### config.mk
export PLATFORM = sky130hd
export DESIGN_NAME = eiu_core
export DESIGN_NICKNAME = d
export VERILOG_FILES = /design/src/logic/eiu_pkg.sv /design/src/logic/eiu_pin_sampler.sv /design/src/logic/eiu_core.sv
export SDC_FILE = /design/constraint.sdc
export NUM_CORES = 1
export LEC_CHECK = 0
export ABC_AREA = 1
export BUFFER_PORTS_ARGS = -buffer_cell sky130_fd_sc_hd__buf_2
export CAP_MARGIN = 30
export CORE_ASPECT_RATIO = 0.5
export CORE_MARGIN = 2
export CORE_UTILIZATION = 40
export DETAILED_ROUTE_END_ITERATION = 10
export PLACE_DENSITY_LB_ADDON = 0.3
export SLEW_MARGIN = 15
export SYNTH_ARGS = -nofsm -noshare
export SYNTH_HDL_FRONTEND = slang
export SYNTH_SLANG_ARGS = --single-unit
export TNS_END_PERCENT = 20
### constraint.sdc
create_clock -name clk_i -period 2.6 [get_ports clk_i]
set_input_delay 0.52 -clock clk_i [delete_from_list [all_inputs] [get_ports clk_i]]
set_output_delay 0.52 -clock clk_i [all_outputs]
set_load 0.1 [all_outputs]
### src/logic/eiu_pkg.sv
package eiu_pkg;

  // Sizes
  localparam int unsigned NUM_EXT  = 4;
  localparam int unsigned NUM_GRP  = 4;
  localparam int unsigned GRP_W    = 8;
  localparam int unsigned NUM_PC   = NUM_GRP * GRP_W;
  localparam int unsigned SENSE_W  = 2;
  localparam int unsigned NUM_SRC  = NUM_EXT + NUM_GRP;
  localparam int unsigned VEC_W    = 3;

  // Data-space offsets
  localparam logic [7:0] OFS_PC_FLAGS  = 8'h3b;
  localparam logic [7:0] OFS_EXT_FLAGS = 8'h3c;
  localparam logic [7:0] OFS_EXT_EN    = 8'h3d;
  localparam logic [7:0] OFS_GRP_EN    = 8'h68;
  localparam logic [7:0] OFS_SENSE     = 8'h69;
  localparam logic [7:0] OFS_PC_MASK0  = 8'h6a;

  // I/O instruction window
  localparam logic [7:0] IO_OFS_DELTA  = 8'h20;
  localparam logic [7:0] IO_MAX        = 8'h3f;
  localparam logic [7:0] ADDR_NONE     = 8'hff;

  // Reset value and implemented bits
  localparam logic [7:0]  REG_RST      = 8'h00;
  localparam logic [31:0] PC_MASK_IMPL = 32'h07ff_ffff;

  // Vector numbers
  localparam logic [VEC_W-1:0] VEC_EXT0 = 3'h0;
  localparam logic [VEC_W-1:0] VEC_PC0  = 3'h4;

  typedef enum logic [1:0] {
    SENSE_LOW  = 2'b00,
    SENSE_ANY  = 2'b01,
    SENSE_FALL = 2'b10,
    SENSE_RISE = 2'b11
  } eiu_sense_t;

  typedef struct packed {
    logic       wr;
    logic       rd;
    logic       io;
    logic [7:0] addr;
    logic [7:0] wdata;
  } eiu_reg_req_t;

  typedef struct packed {
    logic             valid;
    logic [VEC_W-1:0] id;
  } eiu_vec_ack_t;

endpackage : eiu_pkg

### src/logic/eiu_pin_sampler.sv
`timescale 1ns/100ps
module eiu_pin_sampler #(
  parameter int unsigned W = 4
) (
  // Clock and reset
  input  wire logic         clk_i,
  input  wire logic         sys_rst_i,
  // Pins
  input  wire logic [W-1:0] pin_i,
  // Sampled level and edges
  output logic      [W-1:0] level_o,
  output logic      [W-1:0] rise_o,
  output logic      [W-1:0] fall_o
);

  logic [W-1:0] meta;
  logic [W-1:0] samp;
  logic [W-1:0] prev;

  // Two-stage synchroniser, then one sample history
  // No reset: history follows the pins through reset, so no false edge at release
  always_ff @(posedge clk_i) begin
    meta <= pin_i;
    samp <= meta;
    prev <= samp;
  end

  // Edges come from sampled values only
  assign level_o = samp;
  assign rise_o  = samp & ~prev;
  assign fall_o  = ~samp & prev;
endmodule : eiu_pin_sampler

### src/logic/eiu_core.sv
`timescale 1ns/100ps
// How it works
// - Two-bit sense: 00 low level, 01 any change, 10 falling, 11 rising.
// - Sense fields at bits 7:6, 5:4, 3:2, 1:0 for lines 3..0.
// - Edges and changes come from clocked samples, never the raw pin.
// - Edge or change pulses longer than one clock always make a request.
// - Line request needs its enable bit and the global interrupt flag.
// - Pin activity counts even when the pin is driven as output.
// - Every external line has its own vector.
// - A selected edge or change sets that line's flag.
// - Core vector acknowledge clears that line's flag.
// - Writing 1 clears a flag; writing 0 leaves it.
// - In low-level mode the flag reads zero; request follows live level.
// - Group 3 enable plus global flag: enabled change on 26:24 interrupts.
// - Group 2 enable plus global flag: enabled change on 23:16 interrupts.
// - Each group's mask register enables its pins one by one; group 3 has mask bits for 26:24 only.
// - Each pin-change group requests through its own vector.
// - External enable and both flag registers also decode at offset minus 0x20 for I/O.
// - Groups 1 and 0 work alike; group 0 covers inputs 7:0.
// - Enabled change sets group flag at 0x3B; vector or write 1 clears.
// - A cleared mask bit keeps its pin out of the group request.
// - Pin-change and low-level activity raise a wake request.
module eiu_core
  import eiu_pkg::*;
(
  // Clock and reset
  input  wire logic                           clk_i,
  input  wire logic                           sys_rst_i,
  // Pins
  input  wire logic [eiu_pkg::NUM_EXT-1:0]    ext_line_i,
  input  wire logic [eiu_pkg::NUM_PC-1:0]     pin_change_input_i,
  // Core side
  input  wire logic                           global_int_en_i,
  input  wire eiu_pkg::eiu_reg_req_t          reg_req_i,
  input  wire eiu_pkg::eiu_vec_ack_t          vec_ack_i,
  output logic [7:0]                          reg_rdata_o,
  output logic [eiu_pkg::NUM_SRC-1:0]         irq_req_o,
  output logic                                irq_valid_o,
  output logic [eiu_pkg::VEC_W-1:0]           irq_vector_o,
  output logic                                wake_o
);

  import eiu_pkg::*;

  ////////////////////////////////////////////////////////////////////////////
  // Address decode

  function automatic logic [7:0] eff_addr(input logic io, input logic [7:0] a);
    if (!io) begin
      return a;
    end
    if (a > IO_MAX) begin
      return ADDR_NONE;
    end
    return a + IO_OFS_DELTA;
  endfunction : eff_addr

  logic [7:0] ofs;
  logic       wr;
  assign ofs = eff_addr(reg_req_i.io, reg_req_i.addr);
  assign wr  = reg_req_i.wr;

  ////////////////////////////////////////////////////////////////////////////
  // Pin sampling

  logic [NUM_EXT-1:0] ext_lvl;
  logic [NUM_EXT-1:0] ext_rise;
  logic [NUM_EXT-1:0] ext_fall;
  logic [NUM_PC-1:0]  pc_rise;
  logic [NUM_PC-1:0]  pc_fall;

  // No direction input: driven pins are sampled like any other
  eiu_pin_sampler #(.W(NUM_EXT)) u_ext (
    .clk_i     (clk_i),
    .sys_rst_i (sys_rst_i),
    .pin_i     (ext_line_i),
    .level_o   (ext_lvl),
    .rise_o    (ext_rise),
    .fall_o    (ext_fall)
  );

  eiu_pin_sampler #(.W(NUM_PC)) u_pc (
    .clk_i     (clk_i),
    .sys_rst_i (sys_rst_i),
    .pin_i     (pin_change_input_i),
    .level_o   (),
    .rise_o    (pc_rise),
    .fall_o    (pc_fall)
  );

  ////////////////////////////////////////////////////////////////////////////
  // Configuration registers

  logic [NUM_EXT-1:0]         ext_en;
  logic [NUM_GRP-1:0]         grp_en;
  logic [7:0]                 sense;
  logic [GRP_W-1:0]           pc_mask [NUM_GRP];

  always_ff @(posedge clk_i) begin
    if (sys_rst_i) begin
      ext_en <= REG_RST[NUM_EXT-1:0];
      grp_en <= REG_RST[NUM_GRP-1:0];
      sense  <= REG_RST;
    end else if (wr) begin
      if (ofs == OFS_EXT_EN) ext_en <= reg_req_i.wdata[NUM_EXT-1:0];
      if (ofs == OFS_GRP_EN) grp_en <= reg_req_i.wdata[NUM_GRP-1:0];
      if (ofs == OFS_SENSE)  sense  <= reg_req_i.wdata;
    end
  end

  always_ff @(posedge clk_i) begin
    for (int g = 0; g < NUM_GRP; g++) begin
      if (sys_rst_i) begin
        pc_mask[g] <= REG_RST;
      end else if (wr && ofs == OFS_PC_MASK0 + 8'(g)) begin
        pc_mask[g] <= reg_req_i.wdata & PC_MASK_IMPL[g*GRP_W +: GRP_W];
      end
    end
  end

  ////////////////////////////////////////////////////////////////////////////
  // Trigger detection

  logic [NUM_EXT-1:0] ext_level_mode;
  logic [NUM_EXT-1:0] ext_set;
  logic [NUM_GRP-1:0] pc_set;

  always_comb begin
    for (int i = 0; i < NUM_EXT; i++) begin
      ext_level_mode[i] = 1'b0;
      unique case (eiu_sense_t'(sense[i*SENSE_W +: SENSE_W]))
        SENSE_LOW:  begin
          ext_set[i]        = 1'b0;
          ext_level_mode[i] = 1'b1;
        end
        SENSE_ANY:  ext_set[i] = ext_rise[i] | ext_fall[i];
        SENSE_FALL: ext_set[i] = ext_fall[i];
        SENSE_RISE: ext_set[i] = ext_rise[i];
      endcase
    end
    for (int g = 0; g < NUM_GRP; g++) begin
      pc_set[g] = |((pc_rise[g*GRP_W +: GRP_W] | pc_fall[g*GRP_W +: GRP_W]) & pc_mask[g]);
    end
  end

  ////////////////////////////////////////////////////////////////////////////
  // Flags

  logic [NUM_EXT-1:0] ext_flag;
  logic [NUM_GRP-1:0] pc_flag;
  logic [NUM_EXT-1:0] ext_clr;
  logic [NUM_GRP-1:0] pc_clr;

  always_comb begin
    ext_clr = '0;
    pc_clr  = '0;
    if (wr && ofs == OFS_EXT_FLAGS) ext_clr = reg_req_i.wdata[NUM_EXT-1:0];
    if (wr && ofs == OFS_PC_FLAGS)  pc_clr  = reg_req_i.wdata[NUM_GRP-1:0];
    for (int i = 0; i < NUM_EXT; i++) begin
      if (vec_ack_i.valid && vec_ack_i.id == VEC_EXT0 + VEC_W'(i)) ext_clr[i] = 1'b1;
    end
    for (int g = 0; g < NUM_GRP; g++) begin
      if (vec_ack_i.valid && vec_ack_i.id == VEC_PC0 + VEC_W'(g)) pc_clr[g] = 1'b1;
    end
  end

  // A set in the clearing cycle wins
  always_ff @(posedge clk_i) begin
    if (sys_rst_i) begin
      ext_flag <= REG_RST[NUM_EXT-1:0];
      pc_flag  <= REG_RST[NUM_GRP-1:0];
    end else begin
      ext_flag <= ((ext_flag & ~ext_clr) | ext_set) & ~ext_level_mode;
      pc_flag  <= (pc_flag & ~pc_clr) | pc_set;
    end
  end

  ////////////////////////////////////////////////////////////////////////////
  // Requests and vectors

  logic [NUM_SRC-1:0] raw_req;
  logic [NUM_SRC-1:0] next_req;
  logic [VEC_W-1:0]   next_vector;

  always_comb begin
    for (int i = 0; i < NUM_EXT; i++) begin
      raw_req[i] = ext_en[i] & (ext_level_mode[i] ? ~ext_lvl[i] : ext_flag[i]);
    end
    for (int g = 0; g < NUM_GRP; g++) begin
      raw_req[NUM_EXT + g] = grp_en[g] & pc_flag[g];
    end
    next_req    = raw_req & {NUM_SRC{global_int_en_i}};
    next_vector = '0;
    for (int s = NUM_SRC - 1; s >= 0; s--) begin
      if (next_req[s]) next_vector = VEC_W'(s);
    end
  end

  always_ff @(posedge clk_i) begin
    if (sys_rst_i) begin
      irq_req_o    <= '0;
      irq_valid_o  <= 1'b0;
      irq_vector_o <= '0;
    end else begin
      irq_req_o    <= next_req;
      irq_valid_o  <= |next_req;
      irq_vector_o <= next_vector;
    end
  end

  // Wake request ignores the global flag
  always_ff @(posedge clk_i) begin
    if (sys_rst_i) begin
      wake_o <= 1'b0;
    end else begin
      wake_o <= |raw_req;
    end
  end

  ////////////////////////////////////////////////////////////////////////////
  // Read path

  logic [7:0] next_rdata;

  always_comb begin
    next_rdata = REG_RST;
    case (ofs)
      OFS_EXT_EN:    next_rdata[NUM_EXT-1:0] = ext_en;
      OFS_EXT_FLAGS: next_rdata[NUM_EXT-1:0] = ext_flag;
      OFS_PC_FLAGS:  next_rdata[NUM_GRP-1:0] = pc_flag;
      OFS_GRP_EN:    next_rdata[NUM_GRP-1:0] = grp_en;
      OFS_SENSE:     next_rdata = sense;
      default:       next_rdata = REG_RST;
    endcase
    for (int g = 0; g < NUM_GRP; g++) begin
      if (ofs == OFS_PC_MASK0 + 8'(g)) next_rdata = pc_mask[g];
    end
  end

  always_ff @(posedge clk_i) begin
    if (sys_rst_i) begin
      reg_rdata_o <= REG_RST;
    end else if (reg_req_i.rd) begin
      reg_rdata_o <= next_rdata;
    end
  end
endmodule : eiu_core

=== After elaboration in Yosys (flattened, before gate mapping) ===
Memory sizes are Yosys's and may differ from the RTL's.
Index checks and enable logic that the tools add are counted.

* Add/subtract/negate cells: 1
* $lt $le $gt $ge: 1
* Eq/ne operators: 28
* Mux-type cells: 59
* Bitwise operators: 45
* Reductions and logical operators: 31

{| class="wikitable"
|+ Operators with widths
! cell !! number
|-
| 2-to-1 mux 8 bit || 12
|-
| bitwise AND 32 bit || 2
|-
| inverter 32 bit || 2
|-
| equality test 8 x 7 -> 1 bit, second input constant || 6
|-
| OR reduction 8 bit || 6
|-
| bitwise AND 8 bit || 5
|-
| 2-to-1 mux 1 bit || 33
|-
| bitwise OR 8 bit || 4
|-
| equality test 8 x 6 -> 1 bit, second input constant || 3
|-
| bitwise AND 4 bit || 5
|-
| inverter 4 bit || 5
|-
| case mux 4 bit (5 select lines) || 1
|-
| equality test 2 bit, second input constant || 8
|-
| case mux 1 bit (4 select lines) || 4
|-
| logical AND 1 bit || 14
|-
| equality test 3 bit, second input constant || 4
|-
| 2-to-1 mux 3 bit || 4
|-
| 2-to-1 mux 4 bit || 3
|-
| adder 8 x 6 -> 8 bit, second input constant || 1
|-
| bitwise AND 1 bit || 8
|-
| equality test 2 x 1 -> 1 bit, second input constant || 4
|-
| greater-than comparator 8 x 6 -> 1 bit, second input constant || 1
|-
| zero test 2 bit || 4
|-
| bitwise OR 1 bit || 8
|-
| 10 further kinds || 18
|}

* Register bits: 153
* Memory bits (writable): 32
* Input port bits: 62
* Output and inout port bits: 21
* Word-level logic and storage cells: 184
* Memories: 1

{| class="wikitable"
|+ Memories
! name !! depth !! bits a word !! read ports !! clocked after memory_dff !! wr ports !! line !! RTL
|-
| pc_mask || 4 || 8 || 4 || 0 || 4 || eiu_core.sv:97 || <nowiki>logic [GRP_W-1:0] pc_mask [NUM_GRP];</nowiki>
|}

=== Longest topological paths before layout ===
* Depth in word-level cells: 13
* Mapped depth: 15
* Gate-level depth less buffers: 14

=== By module ===
A second synthesis with hierarchy kept.

* Cell total of the unflattened synthesis: 762
* Area total of the unflattened synthesis: 6428.7 µm²

{| class="wikitable"
|+ Modules (own cells, without submodules)
! module !! times used !! cells an instance !! area each (µm²) !! sequential area each (µm²)
|-
| eiu_core || 1 || 510 || 3726.1 || 1711.6
|-
| eiu_pin_sampler at u_pc || 1 || 224 || 2402.3 || 1921.8
|-
| eiu_pin_sampler at u_ext || 1 || 28 || 300.3 || 240.2
|}

=== Worst setup path before layout ===
OpenSTA, ideal clock, no wires.

* Kind: input -> register
* Start: in reg_req_i[13] in the netlist's numbering
* End: mem pc_mask[2][0] (enable)
* Library setup time: 384 ps
* Data arrival time: 2088 ps
* Required time: 2216 ps
* Setup slack: 128 ps
* Stages on the path: 8
* Path buffers: 1
* Path through: ha_1 -> inv_1 -> a21oi_1 -> nand2_1 -> nor2_2 -> buf_6 -> nand2_1 -> o21ai_0

{| class="wikitable"
|+ RTL lines
! what !! line !! RTL
|-
| start: declaration || eiu_core.sv:34 || <nowiki>input wire eiu_pkg::eiu_reg_req_t reg_req_i,</nowiki>
|-
| end: declaration || eiu_core.sv:97 ||
|}

==> reports/results.md <==
| Metric | Reported |
|:---|:---|
| Total power divided by cell area | 775 nW/um^2 |
| CTS root buffer | clkbuf_16 |
| Reg-to-reg slack, setup | 800 ps |
| Post-DP Area | 6510 sq um |
| Clock Sink Count | 165 |
| Setup repair after global routing missed its margin | no |
| Mapped Avg Cell Area | 9.16 sq um |
| Kind of cell adding the most delay to the critical path | simple AND/OR/NAND/NOR gates |
| Number of primary I/O pins | 83 |
| Hold-fix buffer count after cts | 0 |
| VDD IR max | 0.000458 V |
| Initial drt markers | 453 |
| Sum Neg Setup Slack | 0 ps |
| Core ar. | 14400 sq um |
| Wire length of the first global-routing pass | 20700 um |
| Largest fanout on the critical path | 12 |
| Data arrival, critical path | 2290 ps |
| Buffers from clock root to sink, at most | 2 |
| Global-route total usage across every layer | 17.7% |
| Worst reg2reg path startpoint | pc_mask[2][0] |
| Final-report max-slew violation count | 0 |
| Combinational fraction of design power | 4.6% |
| Endpoint of the worst-slack reg-to-reg timing path | pc_flag[2] |
| Crit path buf inv count | 4 |
| Post-route total power | 5.51 mW |
| Inserted Clock Buffers | 17 |
| Sum of routed wire length over all layers | 13100 um |
| Initial core utilization | 40.6% |
| Gate count after technology mapping | 636 |
| Number of buffers inserted to repair setup after CTS | 0 |
| Worst slew pin tran | 712 ps |
| Warnings from Yosys | 0 |
| Via-to-Cell Ratio | 4.70 |
| Number of failing hold endpoints at the final stage | 0 |
| Fin Clk Skew | 8.21 ps |
| EDFF count, synth | 27 |
| Rel. slew slack | 51.3% |
| Final period demand of the worst path | 2020 ps |
| Unique masters post-synth | 40 |
| Number of flip-flops and latches in the synthesized netlist | 165 |
| Internal power contribution | 4.18 mW |
| Net switching power | 1.33 mW |
| Row Count | 31 |
| Worst Reg-to-Reg Cells | 7 |
| Die X-Extent | 175 um |
| Startpoint-to-endpoint class of the critical path | input pin to flip-flop |
| TritonCTS clock tree | built |
| Final setup violation count | 0 |
| Switching power as a share of total power | 24.2% |
| Final design instance area without fill | 7110 sq um |
| Type of the worst min-delay path | input pin to flip-flop |
| Clock input transition at the sequential cells of the worst setup and hold paths | 70 ps |
| Layout fillers | 1376 |
| Combined area of all synthesized cells | 5830 sq um |
| Vias in the first global route | 4044 |
| TritonRoute pass-1 iters | 5 |
| Pin count of the biggest net entering global routing | 24 |
| Run status | finished clean |
| Count of cells resized by post-cts repair | 0 |
| Hold depth | 1 |
| Proportion of layout cells with a drive suffix above 1 | 18.0% |
| Nature of the critical path endpoint | flip-flop |
| End point of the worst hold path | u_pc.meta[9] |
| Routed WL per cell | 13.9 um |
| Critical path required time | 2870 ps |
| Post-Syn Nets | 707 |
| Clk network pwr share | 45.4% |
| Vias after detailed routing | 4459 |
| Largest stage delay, worst path | 290 ps |
| # H-tree levels | 4 |
| Clock insertion delay at the later pin of the skew report | 420 ps |
| P&R area growth vs syn | 22.0% |
| Cell leakage power | 3.20 nW |
| Total Die Area | 15600 sq um |
| Remaining antenna violation count | 0 |
| Die Height | 89.4 um |
| Max Cap Violations | 0 |
| Ratio of final minimum period to clock period | 77.6% |
| Antenna fix cells | 0 |
| Total overflow reported by the global router | 0 |
| Routability-driven placement congestion ratio | 0.877 |
| Slowest-stage cell, CP | nand3_1 |
| Remaining DRCs | 0 |
| Top achievable clock speed | 0.495 GHz |
| Top FF cell, synth | dfxtp_1 |
| Critical Path, Cell by Cell | buf_2 > ha_1 > inv_1 > a21oi_1 > nand2_1 > nor2_2 > buf_4 > nand2_1 > inv_1 > nand3_1 > nor2_1 |
| Buffers on Ports | 77 |
| Sequential share of power | 50.0% |
| Sort of element at the start of the critical path | input pin |
| HPWL Detailed | 9720 um |
| Initial antenna violation count | 0 |
| Nets | 808 |
| Proportion of register bits with asynchronous set or reset after synthesis | 0% |
| Startpoint of the most critical hold path | pin_change_input_i[9] |
| Part of the Yosys area used for sequential elements | 61.3% |
## flip-flops by register name (all words and copies together), names as in the netlist
| register | cells |
|---|---|
| irq_valid_o | 1 |
| irq_req_o | 8 |
| u_pc.level_o | 27 |
| ext_flag | 4 |
| wake_o | 1 |
| sense | 8 |
| pc_mask | 27 |
| ext_en | 4 |
| u_ext.meta | 4 |
| u_pc.prev | 27 |
| irq_vector_o | 3 |
| u_pc.meta | 27 |
| grp_en | 4 |
| u_ext.level_o | 4 |
| u_ext.prev | 4 |
| pc_flag | 4 |
| reg_rdata_o | 8 |
## layout make-up
class / instances / area, sq um / area share [%]
clock buffers: 19 / 475 / 6.69
clock inverters: 13 / 128 / 1.80
inverters: 73 / 274 / 3.85
multi-input cells: 392 / 1940 / 27.3
flip-flops and latches: 165 / 3570 / 50.3
well taps: 198 / 248 / 3.48
repair buffers: 88 / 468 / 6.58
## power by group through the flow
| stage | Combinational (mW) | Clock [mW] | Sequential (mW) |
|---|---|---|---|
| global placement | 0.247 | 0 | 2.81 |
| finish | 0.254 | 2.50 | 2.75 |
| detailed placement | 0.252 | 0 | 2.81 |
| CTS | 0.254 | 2.55 | 2.75 |
| floorplan | 0.125 | 0 | 2.81 |
| global route | 0.286 | 2.67 | 2.76 |
## layout by cell type (no fill, tap or decap), drive strengths merged, types with 19 or more instances in the layout
master,n
dfxtp,138
nand2,127
buf,88
inv,81
nor2,79
a21oi,45
o21ai,44
nand3,32
edfxtp,27
clkbuf,19
## worst max path at each step
stage	cells past startpoint	start	slack, ps	end
after floorplan	8	reg_req_i[13]	130	pc_mask[2][0]
after global placement	11	reg_req_i[13]	290	pc_mask[1][4]
after detailed placement	11	reg_req_i[13]	190	pc_mask[1][2]
after CTS	11	reg_req_i[13]	620	pc_mask[1][3]
after global routing	11	reg_req_i[13]	440	pc_mask[1][5]
final	11	reg_req_i[13]	580	pc_mask[1][1]
## routing by layer
layer	vias to the layer above	part of all wire (%)	GRT usage [%]
met1	2026	50	25.1
met5	-	0	0
met4	0	0.72	5.45
li1	2297	-	-
met2	126	43	27.1
met3	10	6.0	4.08
## synth_stat cells (all sizes together) (2+ instances only)
cell / n / area, sq um
nand4: 6 / 37.5
dfxtp: 138 / 2760
nor4: 2 / 27.5
buf: 4 / 30.0
edfxtp: 27 / 811
nor2: 79 / 309
o22ai: 3 / 18.8
inv: 73 / 274
or2: 7 / 43.8
a2111oi: 3 / 26.3
a21oi: 45 / 229
xor2: 9 / 78.8
a32oi: 4 / 35.0
nor3: 9 / 50.1
nand2: 127 / 487
clkbuf: 2 / 7.51
nand3: 32 / 160
o21ai: 44 / 224
xnor2: 3 / 26.3
ha: 9 / 113
a211oi: 3 / 22.5
## metrics by stage
| step | hold WS [ps] | utilization [%] | cells | setup WS, ps |
|---|---|---|---|---|
| 6_report | 188 | 49.5 | 948 | 581 |
| 3_3_place_gp | 310 | 45.3 | 916 | 286 |
| 5_1_grt | 168 | 49.5 | 948 | 436 |
| 4_1_cts | 180 | 49.5 | 948 | 625 |
| 3_5_place_dp | 312 | 45.3 | 916 | 194 |
| 2_1_floorplan | 310 | - | 636 | 128 |
## logic make-up after synthesis
family / synth area share, %
AND/OR/NAND/NOR: 19.3
flip-flops: 61.3
AO/OA/AOI/OAI: 10.3
buffers and inverters: 5.35
XOR/XNOR: 1.80
adder cells (fa/ha/maj): 1.93
## worst reg2reg max path, cell delays in order (launching register included)
cell	delay, ps
edfxtp_1	380
inv_1	90
a21oi_1	40
o21ai_0	80
o21ai_0	150
a2111oi_0	650
buf_4	240
a21oi_1	60
Note: power is estimated with default switching activity, not from simulation.
